$ cat src/opfm_map.svh
// opfm_map.svh: register offsets, field positions and reset values
// assumes: included by bare name from the pin mux package user files
`ifndef OPFM_MAP_SVH
`define OPFM_MAP_SVH
`define OPFM_DIR_OFF        12'h000
`define OPFM_SEL_OFF        12'h004
`define OPFM_APD_OFF        12'h008
`define OPFM_CHSEL_OFF      12'h00c
`define OPFM_OUT_OFF        12'h010
`define OPFM_IN_OFF         12'h014
`define OPFM_STAT_OFF       12'h018
`define OPFM_DIR_RST        2'h0
`define OPFM_SEL_RST        2'h3
`define OPFM_APD_RST        2'h0
`define OPFM_CHSEL_RST      3'h0
`define OPFM_OUT_RST        2'h0
`define OPFM_CH_PIN6        3'h6
`define OPFM_CH_PIN7        3'h7
`define OPFM_STAT_OE_POS    0
`define OPFM_STAT_IBUF_POS  2
`define OPFM_STAT_CMP_POS   4
`define OPFM_STAT_OSC_POS   6
`endif

$ cat src/opfm_pkg.sv
// opfm_pkg.sv: types for the oscillator pin function mux
// assumes: nothing outside itself
package opfm_pkg;
  typedef enum logic [1:0] {
    opfm_fn_gpio,
    opfm_fn_osc,
    opfm_fn_analog
  } opfm_fn_t;
endpackage

$ cat src/opfm_pin_cell.sv
// opfm_pin_cell.sv: function decode of one shared pin
// assumes: control inputs are registered on sys_clk
`timescale 1ns/1ps
module opfm_pin_cell #(
  parameter bit IS_OUTPUT_OSC = 1'b0
) (
  // control
  input  wire logic              dir,
  input  wire logic              func_sel,
  input  wire logic              analog_dis,
  input  wire logic              cmp_chosen,
  // function sources
  input  wire logic              gpio_out,
  input  wire logic              osc_out,
  // pad
  input  wire logic              pad_in,
  output logic                   pad_out,
  output logic                   pad_oe_n,
  // results
  output logic                   in_value,
  output logic                   osc_in,
  output logic                   ibuf_en,
  output opfm_pkg::opfm_fn_t     fn
);
  always_comb begin
    if (analog_dis) begin
      fn = opfm_pkg::opfm_fn_analog;
    end else if (func_sel) begin
      fn = opfm_pkg::opfm_fn_osc;
    end else begin
      fn = opfm_pkg::opfm_fn_gpio;
    end
  end
  always_comb begin
    pad_out  = 1'b0;
    pad_oe_n = 1'b1;
    case (fn)
      opfm_pkg::opfm_fn_gpio: begin
        pad_out  = gpio_out;
        pad_oe_n = ~dir;                          // [RULE_01] [RULE_02]
      end
      opfm_pkg::opfm_fn_osc: begin
        pad_out  = IS_OUTPUT_OSC ? osc_out : 1'b0;
        pad_oe_n = ~IS_OUTPUT_OSC;                // [RULE_03] [RULE_04]
      end
      opfm_pkg::opfm_fn_analog: begin
        pad_out  = 1'b0;
        pad_oe_n = 1'b1;                          // [RULE_06]
      end
      default: begin
        pad_out  = 1'b0;
        pad_oe_n = 1'b1;
      end
    endcase
  end
  // input buffer off in analog use or when chosen by comparator
  assign ibuf_en  = ~analog_dis & ~cmp_chosen;    // [RULE_06] [RULE_09]
  assign in_value = ibuf_en & pad_in;             // [RULE_11]
  assign osc_in   = (~IS_OUTPUT_OSC && fn == opfm_pkg::opfm_fn_osc) ? pad_in : 1'b0;  // [RULE_03]
endmodule

$ cat src/opfm_top.sv
// opfm_top.sv: function mux of the two crystal oscillator port pins
// assumes: one ahb-lite master, 50 MHz sys_clk, async active-low reset
//
// Contract
// RULE_01: pin six digital I/O, direction bit
// RULE_02: pin seven digital I/O, direction bit
// RULE_03: pin six select gives oscillator input
// RULE_04: pin seven select gives oscillator output
// RULE_05: reset selects oscillator on both pins
// RULE_06: analog disable kills driver and trigger
// RULE_07: channel code 110 routes pin six
// RULE_08: channel code 111 routes pin seven
// RULE_09: comparator choice disables input buffer
// RULE_10: software clears select before pin seven input
// RULE_11: disabled buffer reads as low
`timescale 1ns/1ps
`include "opfm_map.svh"
module opfm_top (
  // clock and reset
  input  wire logic         sys_clk,
  input  wire logic         reset_n,
  // ahb-lite slave
  input  wire logic         hsel,
  input  wire logic [11:0]  haddr,
  input  wire logic [1:0]   htrans,
  input  wire logic         hwrite,
  input  wire logic [2:0]   hsize,
  input  wire logic [31:0]  hwdata,
  input  wire logic         hready,
  output logic              hreadyout,
  output logic              hresp,
  output logic [31:0]       hrdata,
  // oscillator core
  input  wire logic         osc_drive,
  output logic              crystal_osc_input,
  // comparator
  output logic              comparator_channel_six,
  output logic              comparator_channel_seven,
  // pads, index 0 is pin six, index 1 pin seven
  input  wire logic [1:0]   pad_in,
  output logic [1:0]        pad_out,
  output logic [1:0]        pad_oe_n
);
  // ------------------------------------------------------------
  // registers
  // ------------------------------------------------------------
  logic [1:0]  port_two_direction_r, port_two_direction_nxt;
  logic [1:0]  port_two_function_select_r, port_two_function_select_nxt;
  logic [1:0]  comparator_pin_analog_disable_r, comparator_pin_analog_disable_nxt;
  logic [2:0]  chan_sel_r, chan_sel_nxt;
  logic [1:0]  out_data_r, out_data_nxt;
  logic [11:0] addr_r, addr_nxt;
  logic        wr_r, wr_nxt;
  logic [31:0] hrdata_r, hrdata_nxt;
  logic [1:0]  in_value;
  logic [1:0]  ibuf_en;
  logic [1:0]  cmp_chosen;
  logic [1:0]  osc_in;
  logic [2:0]  sync0_r, sync0_nxt, sync1_r, sync1_nxt;
  logic [1:0]  in_stable_r, in_stable_nxt;
  logic        comparator_chan_sel_bit1, comparator_chan_sel_bit2, comparator_chan_sel_bit3;
  logic        take;
  logic [7:0]  status;
  opfm_pkg::opfm_fn_t fn [2];

  assign comparator_chan_sel_bit1 = chan_sel_r[0];
  assign comparator_chan_sel_bit2 = chan_sel_r[1];
  assign comparator_chan_sel_bit3 = chan_sel_r[2];
  assign cmp_chosen[0] = comparator_chan_sel_bit3 & comparator_chan_sel_bit2 & ~comparator_chan_sel_bit1; // [RULE_07]
  assign cmp_chosen[1] = comparator_chan_sel_bit3 & comparator_chan_sel_bit2 & comparator_chan_sel_bit1;  // [RULE_08]
  assign comparator_channel_six   = cmp_chosen[0] & pad_in[0];  // [RULE_07]
  assign comparator_channel_seven = cmp_chosen[1] & pad_in[1];  // [RULE_08]
  assign crystal_osc_input        = osc_in[0];

  // ------------------------------------------------------------
  // pin cells
  // ------------------------------------------------------------
  genvar g;
  generate
    for (g = 0; g < 2; g = g + 1) begin : g_pin
      opfm_pin_cell #(
        .IS_OUTPUT_OSC (g == 1)
      ) u_cell (
        .dir        (port_two_direction_r[g]),
        .func_sel   (port_two_function_select_r[g]),
        .analog_dis (comparator_pin_analog_disable_r[g]),
        .cmp_chosen (cmp_chosen[g]),
        .gpio_out   (out_data_r[g]),
        .osc_out    (osc_drive),
        .pad_in     (pad_in[g]),
        .pad_out    (pad_out[g]),
        .pad_oe_n   (pad_oe_n[g]),
        .in_value   (in_value[g]),
        .osc_in     (osc_in[g]),
        .ibuf_en    (ibuf_en[g]),
        .fn         (fn[g])
      );
    end
  endgenerate

  // ------------------------------------------------------------
  // status word
  // ------------------------------------------------------------
  always_comb begin
    status                           = 8'h00;
    status[`OPFM_STAT_OE_POS +: 2]   = ~pad_oe_n;
    status[`OPFM_STAT_IBUF_POS +: 2] = ibuf_en;
    status[`OPFM_STAT_CMP_POS +: 2]  = cmp_chosen;
    status[`OPFM_STAT_OSC_POS]       = (fn[0] == opfm_pkg::opfm_fn_osc);
    status[`OPFM_STAT_OSC_POS + 1]   = (fn[1] == opfm_pkg::opfm_fn_osc);
  end

  // ------------------------------------------------------------
  // input synchroniser, three stages, agree on last two
  // ------------------------------------------------------------
  // first stage feeds only the second
  always_comb begin
    sync0_nxt     = {sync0_r[1:0], in_value[0]};
    sync1_nxt     = {sync1_r[1:0], in_value[1]};
    in_stable_nxt = in_stable_r;
    if (sync0_r[2] == sync0_r[1]) begin
      in_stable_nxt[0] = sync0_r[1];
    end
    if (sync1_r[2] == sync1_r[1]) begin
      in_stable_nxt[1] = sync1_r[1];
    end
  end

  always_ff @(posedge sys_clk or negedge reset_n) begin
    if (!reset_n) begin
      sync0_r     <= 3'h0;
      sync1_r     <= 3'h0;
      in_stable_r <= 2'h0;
    end else begin
      sync0_r     <= sync0_nxt;
      sync1_r     <= sync1_nxt;
      in_stable_r <= in_stable_nxt;
    end
  end

  // ------------------------------------------------------------
  // control registers, written in the data phase
  // ------------------------------------------------------------
  always_comb begin
    port_two_direction_nxt            = port_two_direction_r;
    port_two_function_select_nxt      = port_two_function_select_r;
    comparator_pin_analog_disable_nxt = comparator_pin_analog_disable_r;
    chan_sel_nxt                      = chan_sel_r;
    out_data_nxt                      = out_data_r;
    if (wr_r) begin
      case (addr_r)
        `OPFM_DIR_OFF:   port_two_direction_nxt = hwdata[1:0];
        `OPFM_SEL_OFF:   port_two_function_select_nxt = hwdata[1:0];
        `OPFM_APD_OFF:   comparator_pin_analog_disable_nxt = hwdata[1:0];
        `OPFM_CHSEL_OFF: chan_sel_nxt = hwdata[3:1];
        `OPFM_OUT_OFF:   out_data_nxt = hwdata[1:0];
        default: begin
        end
      endcase
    end
  end

  always_ff @(posedge sys_clk or negedge reset_n) begin
    if (!reset_n) begin
      port_two_direction_r            <= `OPFM_DIR_RST;
      port_two_function_select_r      <= `OPFM_SEL_RST;  // [RULE_05]
      comparator_pin_analog_disable_r <= `OPFM_APD_RST;
      chan_sel_r                      <= `OPFM_CHSEL_RST;
      out_data_r                      <= `OPFM_OUT_RST;
    end else begin
      port_two_direction_r            <= port_two_direction_nxt;
      port_two_function_select_r      <= port_two_function_select_nxt;
      comparator_pin_analog_disable_r <= comparator_pin_analog_disable_nxt;
      chan_sel_r                      <= chan_sel_nxt;
      out_data_r                      <= out_data_nxt;
    end
  end

  // ------------------------------------------------------------
  // ahb-lite slave, zero wait, always okay
  // ------------------------------------------------------------
  assign take = hsel & hready & htrans[1];
  always_comb begin
    addr_nxt   = take ? haddr : addr_r;
    wr_nxt     = take & hwrite;
    hrdata_nxt = hrdata_r;
    // next values, so a read right behind a write sees it
    if (take & ~hwrite) begin
      case (haddr)
        `OPFM_DIR_OFF:   hrdata_nxt = {30'h0, port_two_direction_nxt};
        `OPFM_SEL_OFF:   hrdata_nxt = {30'h0, port_two_function_select_nxt};
        `OPFM_APD_OFF:   hrdata_nxt = {30'h0, comparator_pin_analog_disable_nxt};
        `OPFM_CHSEL_OFF: hrdata_nxt = {28'h0, chan_sel_nxt, 1'b0};
        `OPFM_OUT_OFF:   hrdata_nxt = {30'h0, out_data_nxt};
        `OPFM_IN_OFF:    hrdata_nxt = {30'h0, in_stable_r};
        `OPFM_STAT_OFF:  hrdata_nxt = {24'h0, status};
        default:         hrdata_nxt = 32'h0;
      endcase
    end
  end

  always_ff @(posedge sys_clk or negedge reset_n) begin
    if (!reset_n) begin
      addr_r   <= 12'h000;
      wr_r     <= 1'b0;
      hrdata_r <= 32'h0;
    end else begin
      addr_r   <= addr_nxt;
      wr_r     <= wr_nxt;
      hrdata_r <= hrdata_nxt;
    end
  end

  // ------------------------------------------------------------
  // bus answer
  // ------------------------------------------------------------
  assign hreadyout = 1'b1;
  assign hresp     = 1'b0;
  assign hrdata    = hrdata_r;
endmodule

$ cat config.mk
export PLATFORM = sky130hd
export DESIGN_NAME = opfm_top
export DESIGN_NICKNAME = d
export VERILOG_FILES = /design/src/opfm_pkg.sv /design/src/opfm_pin_cell.sv /design/src/opfm_top.sv
export VERILOG_INCLUDE_DIRS = /design/src
export SDC_FILE = /design/constraint.sdc
export NUM_CORES = 1
export LEC_CHECK = 0
export BUFFER_PORTS_ARGS = -buffer_cell sky130_fd_sc_hd__buf_2
export CAP_MARGIN = 5
export CORE_ASPECT_RATIO = 1.75
export CORE_MARGIN = 4
export CORE_UTILIZATION = 42
export CTS_CLUSTER_DIAMETER = 50
export CTS_CLUSTER_SIZE = 20
export DETAILED_ROUTE_END_ITERATION = 6
export GPL_TIMING_DRIVEN = 0
export PLACE_DENSITY = 0.76
export SLEW_MARGIN = 20
export SYNTH_ARGS = -nofsm -noshare
export SYNTH_HDL_FRONTEND = slang
export SYNTH_SLANG_ARGS = --single-unit
$ cat constraint.sdc
create_clock -name sys_clk -period 2.1 [get_ports sys_clk]
set_clock_uncertainty 0.05 [all_clocks]
set_input_delay 0 -clock sys_clk [delete_from_list [all_inputs] [get_ports sys_clk]]
set_output_delay 0 -clock sys_clk [all_outputs]
set_load 0.01 [all_outputs]
Word-level counts from Yosys, hierarchy flattened
Cells that the tools add are included.
Storage, ports and cells
  output and inout bits: 41
  input bits: 57
  register bits after elaboration: 64
  logic and storage cells: 72
Cells by class
  bitwise operators: 22
  reductions and logical operators: 4
  muxes and demuxes: 20
  equal/unequal tests: 14
Operators with widths (number)
  8-bit one-hot mux with 7 select lines: 1
  12-bit by 4-bit == test with 1-bit output (second input constant): 4
  12-bit by 5-bit == test with 1-bit output (second input constant): 4
  12-bit by 3-bit == test with 1-bit output (second input constant): 2
  12-bit zero test: 2
  2-bit two-way mux: 10
  1-bit bitwise AND: 13
  1-bit inverter: 8
  3-bit two-way mux: 2
  1-bit two-way mux: 5
  2-bit by 1-bit == test with 1-bit output (second input constant): 2
  2-bit zero test: 2
  1-bit one-hot mux with 2 select lines: 2
  1-bit == test: 2
  2-bit inverter: 1

Depth between registers and ports, before layout
Gate-level depths: netlist (run 1).
  word-level depth: 6
  mapped depth: 6
  gate-level depth less buffers: 5

By module
A second synthesis (run 1) with hierarchy kept.
Unflattened totals
  cells, all modules: 195
  area, all modules: 2142.1 um2
Modules (own cells, without submodules)
  opfm_top: sequential area each 1003.5 um2, area each 2026.9 um2, instances 1, cells each 179
  opfm_pin_cell (g_pin[1].u_cell): sequential area each 0.0 um2, area each 61.3 um2, instances 1, cells each 9
  opfm_pin_cell (g_pin[0].u_cell): sequential area each 0.0 um2, area each 53.8 um2, instances 1, cells each 7

Worst setup path after synthesis (run 1)
No wires, ideal clock.
  kind: reg-to-reg
  from: register addr_r[9]
  to: register hrdata_r[1] (netlist: hrdata[1])
  setup time: 0.134 ns
  arrival: 2.074 ns
  period minus slack after synthesis: 2.257 ns
  data required time: 1.916 ns
  cell stages (with the launch flop): 7
  path buffers: 1
  setup slack: -0.157 ns
  cells stage by stage: dfrtp_1 or4_1 buf_2 nor4_2 mux2_1 a221oi_1 a31oi_1
On the way
  word-level cells in the longest chain between the ends: 4
  elaborated cells on any way between the ends: 16
  classes of those cells: eq/ne: 4; mux: 11; reduce/logical: 1
RTL lines
  from (decl): RTL line opfm_top.sv:52  | logic [11:0] addr_r, addr_nxt;
  from (signal assigned): RTL line opfm_top.sv:208  | addr_r <= addr_nxt;
  12-bit by 4-bit == test with 1-bit output: RTL line opfm_top.sv:151  | case (addr_r)
  3-bit two-way mux: RTL line opfm_top.sv:151
  3-bit two-way mux: RTL line opfm_top.sv:150  | if (wr_r) begin
  named net chan_sel_nxt[0]: RTL line opfm_top.sv:50  | logic [2:0] chan_sel_r, chan_sel_nxt;
  8-bit one-hot mux with 7 select lines: RTL line opfm_top.sv:189  | case (haddr)
  to (signal assigned): RTL line opfm_top.sv:210  | hrdata_r <= hrdata_nxt;
  to (decl): RTL line opfm_top.sv:54  | logic [31:0] hrdata_r, hrdata_nxt;
The timed path passes the listed nets, and every way through them passes these cells.
A chain may end at the register's enable or synchronous reset.

Final worst setup path (run 1)
  from: register addr_r[9]
  to: register hrdata_r[0] (netlist: hrdata[0])
On the way
  word-level cells in the longest chain between the ends: 4
  elaborated cells on any way between the ends: 13
  classes of those cells: eq/ne: 3; mux: 9; reduce/logical: 1
RTL lines
  12-bit by 5-bit == test with 1-bit output: RTL line opfm_top.sv:151
  2-bit two-way mux: RTL line opfm_top.sv:151
  2-bit two-way mux: RTL line opfm_top.sv:150
  named net out_data_nxt[0]: RTL line opfm_top.sv:51  | logic [1:0] out_data_r, out_data_nxt;
  8-bit one-hot mux with 7 select lines: RTL line opfm_top.sv:189
The timed path passes the listed nets, and every way through them passes these cells.

==> flow_results.org, run 1 <==
** Worst setup path
- The worst setup path is of the flip-flop to flip-flop kind.
- Worst-path cell with the longest stage delay :: or4_1
- Required arrival time at the worst endpoint :: approximately 2.2 ns
- Largest driver fanout on the critical path :: 6
- Sort of element at the start of the critical path :: flip-flop
- Worst Setup End Kind :: flip-flop
- The largest single stage delay on the critical path is 0.55 ns.
- Chain of cells forming the critical path :: or4_1 > buf_6 > or4_4 > mux2_4 > a221oi_2 > o211ai_1
- Critical path arrival :: 2.50 ns

** Timing
- The worst pin sits at a relative slew slack of 0.416.
- The tightest hold path in the finished design has a slack of ~0.15 ns.
- For this run, the top clock speed supported by timing is about 420 MHz.
- Total of endpoints with negative setup slack in the final report :: 7
- Counting I/O delays and the setup requirement, the final critical path takes 2.38 ns.
- Worst slew pin tran :: slightly below 0.9 ns
- Min setup slack post-route :: -0.279 ns
- Of the available clock period, the critical path in the final layout requires 1.13.
- Number of slew-limit violations in the final report :: 0
- RSZ-0062 raised after global routing :: yes
- Number of failing hold endpoints at the final stage :: 0

** Die
- After floorplanning, the core was sized to cover 4750 µm².
- Floorplan die area :: 6210 µm²
- I/O pins :: a little under 100
- For this configuration, the core starts out at a cell density of 0.440.
- The floorplan has 33 rows.
- Die boundary height :: between 100 and 150 µm
- From left edge to right edge, the die measures a little over 60 µm.

** Clock network
- Root Buffer Master :: clkbuf_8
- Reg clk slew, reported paths :: approximately 0.070 ns
- H-tree depth :: 2
- The clock passes through at most 2 buffers.
- Clock tree synthesis found a total of 40 sinks.
- CTS tree :: done
- Buffers inserted during clock tree synthesis total 5.
- Clock latency on the worst-skew pair, taken at its later pin, is 0.29 ns.

** GRT
- Wire length of the first global-routing pass :: around 7700 µm
- The number of global-route vias before repair came to between 1500 and 2000.
- Pin count of the biggest net entering global routing :: 41
- Summed over all layers, the global routing overflow is 0.
- In the global route stage, overall resource usage came out at 0.166.
- Number of antenna violations at the first check in global routing :: 0

** Drt
- In the final routed layout, each cell accounts on average for 14.2 µm.
- Detailed routing inserted a total of approximately 1700 vias.
- Number of vias per cell after detailed routing :: roughly 5.1
- Total Routed Length :: 4760 µm
- 1st-pass router iterations :: 4
- In this run the remaining antenna-violating nets after routing total 0.
- Iter 0 DRT Violations :: 30
- After detailed routing, the number of remaining DRC violations is 0.

** Placement
- Count of buffers inserted at the top-level ports :: 38
- HPWL Detailed :: approximately 3500 µm
- Final estimated routing congestion in global placement :: ~0.83

** Final layout
- Core Util, Final :: 0.593
- Inserted Diodes :: 0
- Of the cells placed in the final design, the portion with a size suffix greater than 1 is 0.399.
- Compared with the post-synthesis result, the final layout area differs by 34.8%.
- Layout net count :: roughly 340

** Logic synthesis
- In the synthesized netlist the dominant register cell turns out to be dfrtp_1.
- Dividing the synthesized area by the synthesized cell count gives around 11 µm².
- Share of flip-flops with an asynchronous set or reset after synthesis :: 1.00
- In this run, synthesis produced a sequential element count of 40.
- Counting flops with a built-in enable in the synthesized netlist gives 0.
- Fraction of the yosys area taken by sequential cells :: 0.480
- Counting distinct cell types in the post-synthesis netlist gives 48.
- The cell area that synthesis handed to floorplanning was ~2100 µm².
- Gate count of the mapped netlist :: 191
- Yosys printed 0 warnings.

** Run status
- Violated checks :: setup timing
- The run finished, with violations left.

** Run
- Max_cap viols :: 0

** Worst hold path
- Worst hold-check path type :: input pin to flip-flop

** Power and ir drop
- Static leakage :: roughly 1.3 nW
- IR analysis of the VDD net gives a maximum drop of between 0.5 and 0.6 mV.
- Power per cell area :: between 600 and 700 nW/µm²
[what timing repair did]
action	CTS	global route
pin swaps	5	1
resized for setup	4	6
hold buffers	19	0
buffers inserted	3	0
endpoints found under the setup margin	10	11
gates cloned	0	0
endpoints found under the hold margin	64	0
[worst max-delay path, delay by kind of cell, from the launching register on]
family / cells / cell delay (ns)
buffers and inverters: 1 / 0.17
AO/OA/AOI/OAI: 2 / 0.33
flip-flops: 1 / 0.38
multiplexers: 1 / 0.33
AND/OR/NAND/NOR: 2 / 1.00
[through the flow]
step | total power (W) | cell area (µm²) | cells | worst slack [ns] | TNS [ns]
6_report | 0.00176 | 2820 | 335 | -0.279 | -0.973
5_1_grt | 0.00183 | 2820 | 335 | -0.447 | -1.64
4_1_cts | 0.00175 | 2790 | 335 | -0.253 | -0.821
3_5_place_dp | 0.00111 | 2440 | 305 | -0.410 | -1.63
3_3_place_gp | 0.00110 | 2440 | 305 | -0.396 | -1.40
2_1_floorplan | 0.00103 | 2190 | 215 | -0.155 | -0.262
[flip-flops by register name (all words and copies together) (netlist names), 3 cells and up]
name	flops
addr_r	12
chan_sel_r	3
hrdata	8
sync0_r	3
sync1_r	3
[cells in the final DEF, fill, tap and decap left out, types with 2 or more instances in the layout]
master	count
o21ai_1	2
nand2b_1	2
mux2_2	21
nor3_1	5
or4_4	2
inv_1	5
nand2_1	14
nor4_4	3
clkbuf_1	5
clkbuf_8	5
nand3_1	2
buf_4	33
conb_1	26
nor3b_1	3
a21oi_1	2
dfrtp_1	38
or4_1	2
o21ai_0	2
maj3_1	2
dlygate4sd3_1	19
buf_2	38
a22oi_1	2
a32oi_1	2
and2_1	3
dfstp_2	2
nand4_1	2
nor4_1	2
nor2_1	11
[report_power, final]
part / internal [W] / switching (W) / leakage (nW)
logic: 0.000143 / 0.000132 / 0.779
clock network: 0.000352 / 0.000264 / 0.0552
registers: 0.000829 / 0.0000365 / 0.502
total: 0.00133 / 0.000433 / 1.34
[Yosys cell counts, types with 3 or more instances]
cell	instances	area, µm²
buf_4	30	225
clkbuf_1	4	15.0
inv_1	5	18.8
and2_1	3	18.8
mux2_2	21	236
nor2_1	11	41.3
nor3b_1	3	22.5
nor3_1	5	25.0
nor4_1	5	31.3
dfrtp_1	38	951
nand2_1	14	52.6
[path summary, 6_finish.rpt]
kind                                  from                       to  slack, ns  depth (start not counted)
worst max register to register   addr_r[9]                hrdata[0]      -0.28                          6
worst max-delay path             addr_r[9]                hrdata[0]      -0.28                          6
max in group asynchronous          reset_n  port_two_direction_r[0]       1.15                          2
worst min register to register  sync1_r[0]               sync1_r[1]       0.30                          0
worst min-delay path                hready                addr_r[4]       0.15                          3
min in group asynchronous          reset_n                addr_r[9]       0.30                          2
[cells by family (layout without fill, tap and decap cells)]
kind of cell,after synthesis,after routing,synth area share
AO/OA/AOI/OAI,21,21,0.0761
XOR/XNOR,1,1,0.00419
adder cells (fa/ha/maj),2,2,0.00958
buffers and inverters,40,108,0.126
flip-flops,40,40,0.480
multiplexers,24,24,0.131
other,2,26,0.00359
AND/OR/NAND/NOR,61,61,0.169
[cell type report]
class                           instances  area (µm²)
Buffer                                 35         251
Clock buffer                            6        72.6
Clock inverter                          2        35.0
Fill cell                             415        1930
Inverter                                5        18.8
Multi-Input combinational cell        135         967
Sequential cell                        40        1000
Tap cell                               52        65.1
Timing Repair Buffer                   60         403
[routing by layer]
| metal | track usage | up-vias | routed length [µm] |
|---|---|---|---|
| met4 | 0.0985 | 0 | 214 |
| met1 | 0.168 | 791 | 1610 |
| met3 | 0.0408 | 17 | 357 |
| li1 | - | 811 | - |
| met2 | 0.294 | 73 | 2580 |
| met5 | 0 | - | 0 |
Note: power is estimated with default switching activity, not from simulation.
==> run 2, diff against run 1 <==
--- a/config.mk
+++ b/config.mk
@@ -16,6 +16,7 @@
 export DETAILED_ROUTE_END_ITERATION = 6
 export GPL_TIMING_DRIVEN = 0
 export PLACE_DENSITY = 0.76
+export RECOVER_POWER = 100
 export SLEW_MARGIN = 20
 export SYNTH_ARGS = -nofsm -noshare
 export SYNTH_HDL_FRONTEND = slang
==> run 2 against run 1 <==
The flow still finishes with violations (setup timing). Maximum frequency decreased by 0.16%. Global-route usage stayed put. Sequential power is essentially flat. Register-to-register slack hardly changed. Clock power fell by 1%. Routed wire length down 0.44%. Setup slack got worse by 0.0039 ns. Clock-buffer cell count is the same. Utilization decreased by 0.42 points. First-iteration DRC count increased by 37%. Cell count unchanged. Highest routed layer unchanged.
==> flow_results.org, run 2 (synthesized netlist as in run 1, its figures left out) <==
** Power and ir drop
- Static leakage :: approximately 1.3 nW
- The worst-case IR drop observed on VDD is about 0.57 mV.
- Dividing total power by cell area gives a power density of about 630 nW/µm².

** Timing
- Number of slew-limit violations in the final report :: 0
- Setup repair after global routing could not meet its margin everywhere.
- Setup tns final :: -1.09 ns
- Setup violations remaining at the end of the flow were counted as 7.
- In the finished design, the share of the clock period the worst path needs comes to 1.13.
- Based on the critical path, the design can be clocked at up to 420 MHz.
- For the finished layout, the period the worst path requires is about 2.4 ns.
- After layout, the worst setup slack is -0.283 ns.
- Measured against its own limit, the worst slew margin works out to 0.352.
- Number of failing hold endpoints at the final stage :: 0
- Worst slew pin tran :: 0.972 ns

** GRT
- Entering global routing, the biggest net connects 41 pins.
- In the global route stage, overall resource usage came out at 0.166.
- The number of global-route vias before repair came to 1705.
- Number of antenna violations at the first check in global routing :: 0
- After global routing the overflow that remains totals 0.
- The first global-routing pass estimated between 7000 and 8000 µm of wire.

** Final layout
- In the final layout, the share of cells above drive strength 1 is 0.353.
- Inserted Diodes :: 0
- Layout net count :: 339
- In the layout the commonest cells are dfrtp_1 (38), buf_4 (33), conb_1 (26), buf_2 (26), mux2_2 (21).
- The area growth from synthesis to layout is 33.8%.
- Most common cell after layout, fill and taps aside :: dfrtp_1
- Filler instances :: about 420
- Top reg by flops :: addr_r
- Core Util, Final :: 0.589
- The register with the most flip-flops in the layout has 12 of them.

** Clock network
- CTS tree :: done
- Buffers inserted during clock tree synthesis total 5.
- For the worst-skew pair, the clock arrives at the later sink with an insertion delay of between 0.2 and 0.3 ns.
- Max clock buf depth :: 2
- The clock tree synthesis step divided the H-tree into 2 levels.
- The clock drives 40 sinks.
- After clock tree synthesis, the clock-pin slew on the worst setup and hold paths is around 0.070 ns.
- Root Buffer Master :: clkbuf_8

** Drt
- The detailed router finished its first iteration with 41 violations.
- Number of vias after detailed routing :: approximately 1700
- After detailed routing, the number of vias per cell comes to 5.00.
- In the routed design, unresolved DRC markers number 0.
- 1st-pass router iterations :: 4
- Remaining number of nets flagged by the antenna check after routing :: 0
- For this block, the routed nets add up to ~4700 µm of wire.
- Wire length per cell :: 14.1 µm

** Worst hold path
- In this run the most critical hold path is launched from hready.
- The tightest min-delay check is of the input pin to flip-flop type.
- The worst hold path was traced through 3 stages.
- Hold Crit Endpoint :: addr_r[4]

** Placement
- Once detailed placement completed, the half-perimeter wirelength came to between 3000 and 4000 µm.
- Pre-CTS setup slack :: -0.410 ns
- Routability-driven placement finished with a final weighted congestion of between 0.8 and 0.9.
- Count of buffers inserted at the top-level ports :: 38

** Worst setup path
- Worst-path cell with the longest stage delay :: or4_1
- Critical path arrival :: roughly 2.5 ns
- The worst setup path is captured at a flip-flop.
- Count of buffering cells on the critical path with inverters included :: 1
- In this run the critical register-to-register path is captured at hrdata[0].
- Flop-to-flop setup slack :: -0.28 ns
- For this run, the slowest stage of the critical path takes roughly 0.55 ns.
- The startpoint identified for the worst register-to-register timing path is addr_r[9].
- The worst setup path is launched from a flip-flop.
- Along the worst path, the maximum fanout reaches 6.
- Broken down by cell family, the worst path's largest delay share belongs to simple AND/OR/NAND/NOR gates.
- The signal on the critical path passes through or4_1 > buf_6 > or4_4 > mux2_4 > a221oi_2 > o211ai_1.
- Classification of the worst setup path :: flip-flop to flip-flop
- Required arrival time at the worst endpoint :: around 2.2 ns
- For the worst flop-to-flop path, the logic depth is 6.

** Die
- Overall die width :: around 61 µm
- Die boundary height :: between 100 and 150 µm
- 98 I/O pins were placed.
- The core region is 4750 µm².
- Floorplan die area :: roughly 6200 µm²
- Initial cell density of the core :: 0.440
- Std cell rows :: 33

** Run status
- Status :: finished with violations
- The checks that failed: setup timing.

** Run
- Max_cap viols :: 0
[run 2: metrics by stage]
step,instances,hold slack (ns),power [W],cell area [µm²]
after floorplan,215,-0.346,0.00103,2190
after global placement,305,0.103,0.00110,2440
after detailed placement,305,0.108,0.00111,2440
after CTS,335,0.149,0.00175,2790
after global routing,335,0.189,0.00183,2800
final,335,0.152,0.00175,2800
[run 2: metal layers]
layer	track usage	up-vias	wire (µm)
met5	0	-	0
met4	0.0985	0	206
met3	0.0408	16	348
met2	0.294	66	2580
met1	0.168	782	1600
li1	-	812	-
[run 2: worst max-delay path by stage]
| stage | start | end | slack (ns) | depth (start not counted) |
|---|---|---|---|---|
| after floorplan | addr_r[5] | hrdata[0] | -0.15 | 5 |
| after global placement | addr_r[9] | hrdata[0] | -0.40 | 6 |
| after detailed placement | addr_r[9] | hrdata[1] | -0.41 | 6 |
| after CTS | addr_r[0] | hrdata[0] | -0.25 | 5 |
| after global routing | addr_r[1] | hrdata[1] | -0.45 | 5 |
| final | addr_r[9] | hrdata[0] | -0.28 | 6 |
[run 2: repair_timing]
action	in CTS	in global routing
pin swaps	5	1
setup buffers	3	0
hold buffers	19	0
endpoints found under the hold margin	64	0
endpoints found under the setup margin	10	11
gates resized for setup	4	6
[run 2: where the power goes]
group | switching, W | internal, W
sequential | 0.0000359 | 0.000829
combinational | 0.000131 | 0.000142
clock | 0.000259 | 0.000352
[run 2: worst reg2reg max path, cell delays in order (launching register included)]
cell,delay [ns]
dfrtp_1,0.38
or4_1,0.55
buf_6,0.17
or4_4,0.46
mux2_4,0.33
a221oi_2,0.21
o211ai_1,0.12
[run 2: final cells by class]
type / count / area [µm²] / share of cell area
buffer: 35 / 251 / 0.0899
clock buffer: 6 / 72.6 / 0.0260
clock inverter: 2 / 35.0 / 0.0125
inverter: 5 / 18.8 / 0.00671
multi-input combinational: 135 / 961 / 0.344
sequential: 40 / 1000 / 0.359
tap: 52 / 65.1 / 0.0233
timing repair buffer: 60 / 389 / 0.139
==> run 3, diff against run 2 <==
--- a/config.mk
+++ b/config.mk
@@ -14,8 +14,7 @@
 export CTS_CLUSTER_DIAMETER = 50
 export CTS_CLUSTER_SIZE = 20
 export DETAILED_ROUTE_END_ITERATION = 6
-export GPL_TIMING_DRIVEN = 0
-export PLACE_DENSITY = 0.76
+export PLACE_DENSITY_LB_ADDON = 0.08
 export RECOVER_POWER = 100
 export SLEW_MARGIN = 20
 export SYNTH_ARGS = -nofsm -noshare
==> run 3 against run 2 <==
The run still ends with setup timing left. Die area stayed put. Cell count decreased by 5.1%. Sequential cell count is the same. Critical path depth is 1 lower. Via count down 3.7%.
==> flow_results.org, run 3 (synthesized netlist as in run 1, its figures left out) <==
** Run status
- The run finished, with violations left.
- Violated checks :: setup timing

** Placement
- HPWL Detailed :: about 3900 µm
- Count of buffers inserted at the top-level ports :: 39
- Routability-driven placement finished with a final weighted congestion of ~0.85.
- # placed instances :: around 290

** Timing
- Number of failing hold endpoints at the final stage :: 0
- Setup tns final :: -0.512 ns
- Worst slew margin :: 0.338
- Total of endpoints with negative setup slack in the final report :: 4
- Derived from the worst setup path, the maximum achievable clock frequency is about 430 MHz.
- Minimum clock period :: 2.30 ns
- Across all setup checks in the final design, the least slack found is -0.199 ns.
- RSZ-0062 raised after global routing :: yes
- Dividing the final minimum period by the clock period gives 1.09.
- Number of slew-limit violations in the final report :: 0
- Worst slew pin tran :: approximately 0.99 ns

** Worst hold path
- The worst hold path begins at hready.
- Worst hold-check path type :: input pin to flip-flop
- Counting instances, the worst hold path has a depth of 3.
- The worst hold path terminates at addr_r[4].

** Drt
- Using the TritonRoute via totals, the vias-per-cell ratio works out to between 5 and 6.
- 1st-pass router iterations :: 4
- Number of vias after detailed routing :: ~1600
- Iter 0 DRT Violations :: 30
- In the final routed layout, each cell accounts on average for around 16 µm.
- After detailed routing, the number of remaining DRC violations is 0.
- Summed over all layers, the routed wires come to 5130 µm.
- Remaining number of nets flagged by the antenna check after routing :: 0

** Clock network
- The H-tree was split into 2 levels.
- Number of CTS-inserted buffers :: 5
- CTS tree :: done
- Reg clk slew, reported paths :: about 0.08 ns
- Max clock buf depth :: 2
- The tree built by TritonCTS fans out to 40 sinks.
- The tree is rooted in a clkbuf_8.
- Latest clock arrival within the worst-skew pair :: between 0.2 and 0.3 ns

** Final layout
- Top reg by flops :: addr_r
- After the flow finishes, the layout carries non-filler instances totaling approximately 320.
- The register with the most flip-flops in the layout has 12 of them.
- Most frequent cells in the layout :: dfrtp_1 (38), conb_1 (26), buf_2 (26), mux2_2 (19), dlygate4sd3_1 (19)
- Area growth from synthesis to final layout :: 28.2%
- The repair_antennas step left the layout with diodes totalling 0.
- Most common cell after layout, fill and taps aside :: dfrtp_1
- In the final layout, the share of cells above drive strength 1 is 0.335.
- The net count of the finished layout is approximately 320.

** Worst setup path
- The largest single stage delay on the critical path is around 0.55 ns.
- The most critical setup path has its startpoint at addr_r[5].
- The number of cells on the worst reg-to-reg path is 5.
- Endpoint of the worst-slack reg-to-reg timing path :: hrdata[0]
- Launching point of the worst reg2reg path :: addr_r[5]
- At the worst endpoint, the required time is 2.21 ns.
- Data on the critical path arrives at its endpoint at around 2.4 ns.
- The number of buffers and inverters on the critical path is 0.
- Counting stages on the worst path, the most repeated cell is or4_4.
- STA classifies the critical path startpoint as a flip-flop.
- Worst Setup End Kind :: flip-flop
- Worst-path cell with the longest stage delay :: or4_4
- Largest driver fanout on the critical path :: 3
- Broken down by cell family, the worst path's largest delay share belongs to simple AND/OR/NAND/NOR gates.
- Chain of cells forming the critical path :: or4_4 > or4_4 > mux2_4 > a221oi_2 > o211ai_1
- Flop-to-flop setup slack :: -0.20 ns
- Classification of the worst setup path :: flip-flop to flip-flop

** Die
- The floorplan step set the die width to between 60 and 70 µm.
- The core region is 4750 µm².
- During I/O placement, the number of pins put on the boundary was between 90 and 100.
- Die boundary height :: approximately 100 µm
- The die covers a little over 6000 µm².
- The initial utilization of the core area, before any placement, comes to 0.440.
- In this run the core area contains 33 standard-cell rows.

** GRT
- Entering global routing, the biggest net connects 41 pins.
- The first global-routing pass estimated 8110 µm of wire.
- Number of global-route vias before repair :: 1694
- In the global route stage, overall resource usage came out at 0.178.
- After global routing the overflow that remains totals 0.
- Number of antenna violations at the first check in global routing :: 0

** Power and ir drop
- Post-layout total power :: around 0.0017 W
- In this run the power density over the cells is approximately 640 nW/µm².
- Of the total power, the clock network draws 0.355.
- Net Sw Power :: 0.000423 W
- Switching fraction of total power :: 0.245
- Part of the total power dissipated in sequential elements :: 0.504
- The share of total power dissipated in combinational logic is 0.141.
- Across the VDD grid, the largest voltage drop is approximately 0.6 mV.
- Static leakage :: between 1 and 1.5 nW
- Cell internal power was estimated by the tool at between 0.001 and 0.0015 W.

** Run
- The tool flagged a number of max-cap violations equal to 0.
[run 3: how the worst max path moves through the flow]
stage	end	slack, ns	depth (start not counted)
2_1_floorplan	hrdata[0]	-0.15	5
3_3_place_gp	hrdata[0]	-0.22	6
3_5_place_dp	hrdata[0]	-0.26	6
4_1_cts	hrdata[0]	-0.22	5
5_1_grt	hrdata[0]	-0.29	6
6_report	hrdata[0]	-0.20	5
[run 3: timing repair]
item,4_1_cts,5_1_grt
resized for setup,11,1
pin swaps,5,2
hold endpoints to repair,60,0
setup buffers,2,1
endpoints found under the setup margin,7,8
hold buffers,19,0
[run 3: power groups by stage]
stage | clock network (W) | logic (W) | registers, W
global placement | 0 | 0.000195 | 0.000876
floorplan | 0 | 0.000165 | 0.000866
detailed placement | 0 | 0.000202 | 0.000882
finish | 0.000613 | 0.000244 | 0.000870
global route | 0.000670 | 0.000270 | 0.000878
CTS | 0.000628 | 0.000242 | 0.000869
[run 3: metal layers]
metal | GRT usage | vias up | routed length, µm | part of all wire
met1 | 0.173 | 794 | 1740 | 0.34
met2 | 0.341 | 42 | 3070 | 0.60
met4 | 0.0684 | 0 | 108 | 0.021
met5 | 0 | - | 0 | 0
li1 | - | 771 | - | -
met3 | 0.0421 | 7 | 205 | 0.040
[run 3: final cells by class]
cell class	count	area, µm²
inverter	5	18.8
clock inverter	2	35.0
fill	446	2070
multi-input combinational	135	971
timing repair buffer	78	513
sequential	40	1000
clock buffer	6	72.6
tap	52	65.1
[run 3: worst reg2reg max path, stage by stage, from the launching register on]
cell	delay, ns
dfrtp_1	0.39
or4_4	0.55
or4_4	0.54
mux2_4	0.33
a221oi_2	0.22
o211ai_1	0.11
[run 3: metrics by stage]
step	setup WS (ns)	hold WS, ns	utilization	instance area (µm²)
after CTS	-0.216	0.0465	0.566	2690
after global routing	-0.285	0.0480	0.564	2680
final	-0.199	0.0429	0.564	2680
after global placement	-0.223	0.101	0.491	2330
after floorplan	-0.155	-0.346	-	2190
after detailed placement	-0.263	0.121	0.491	2330
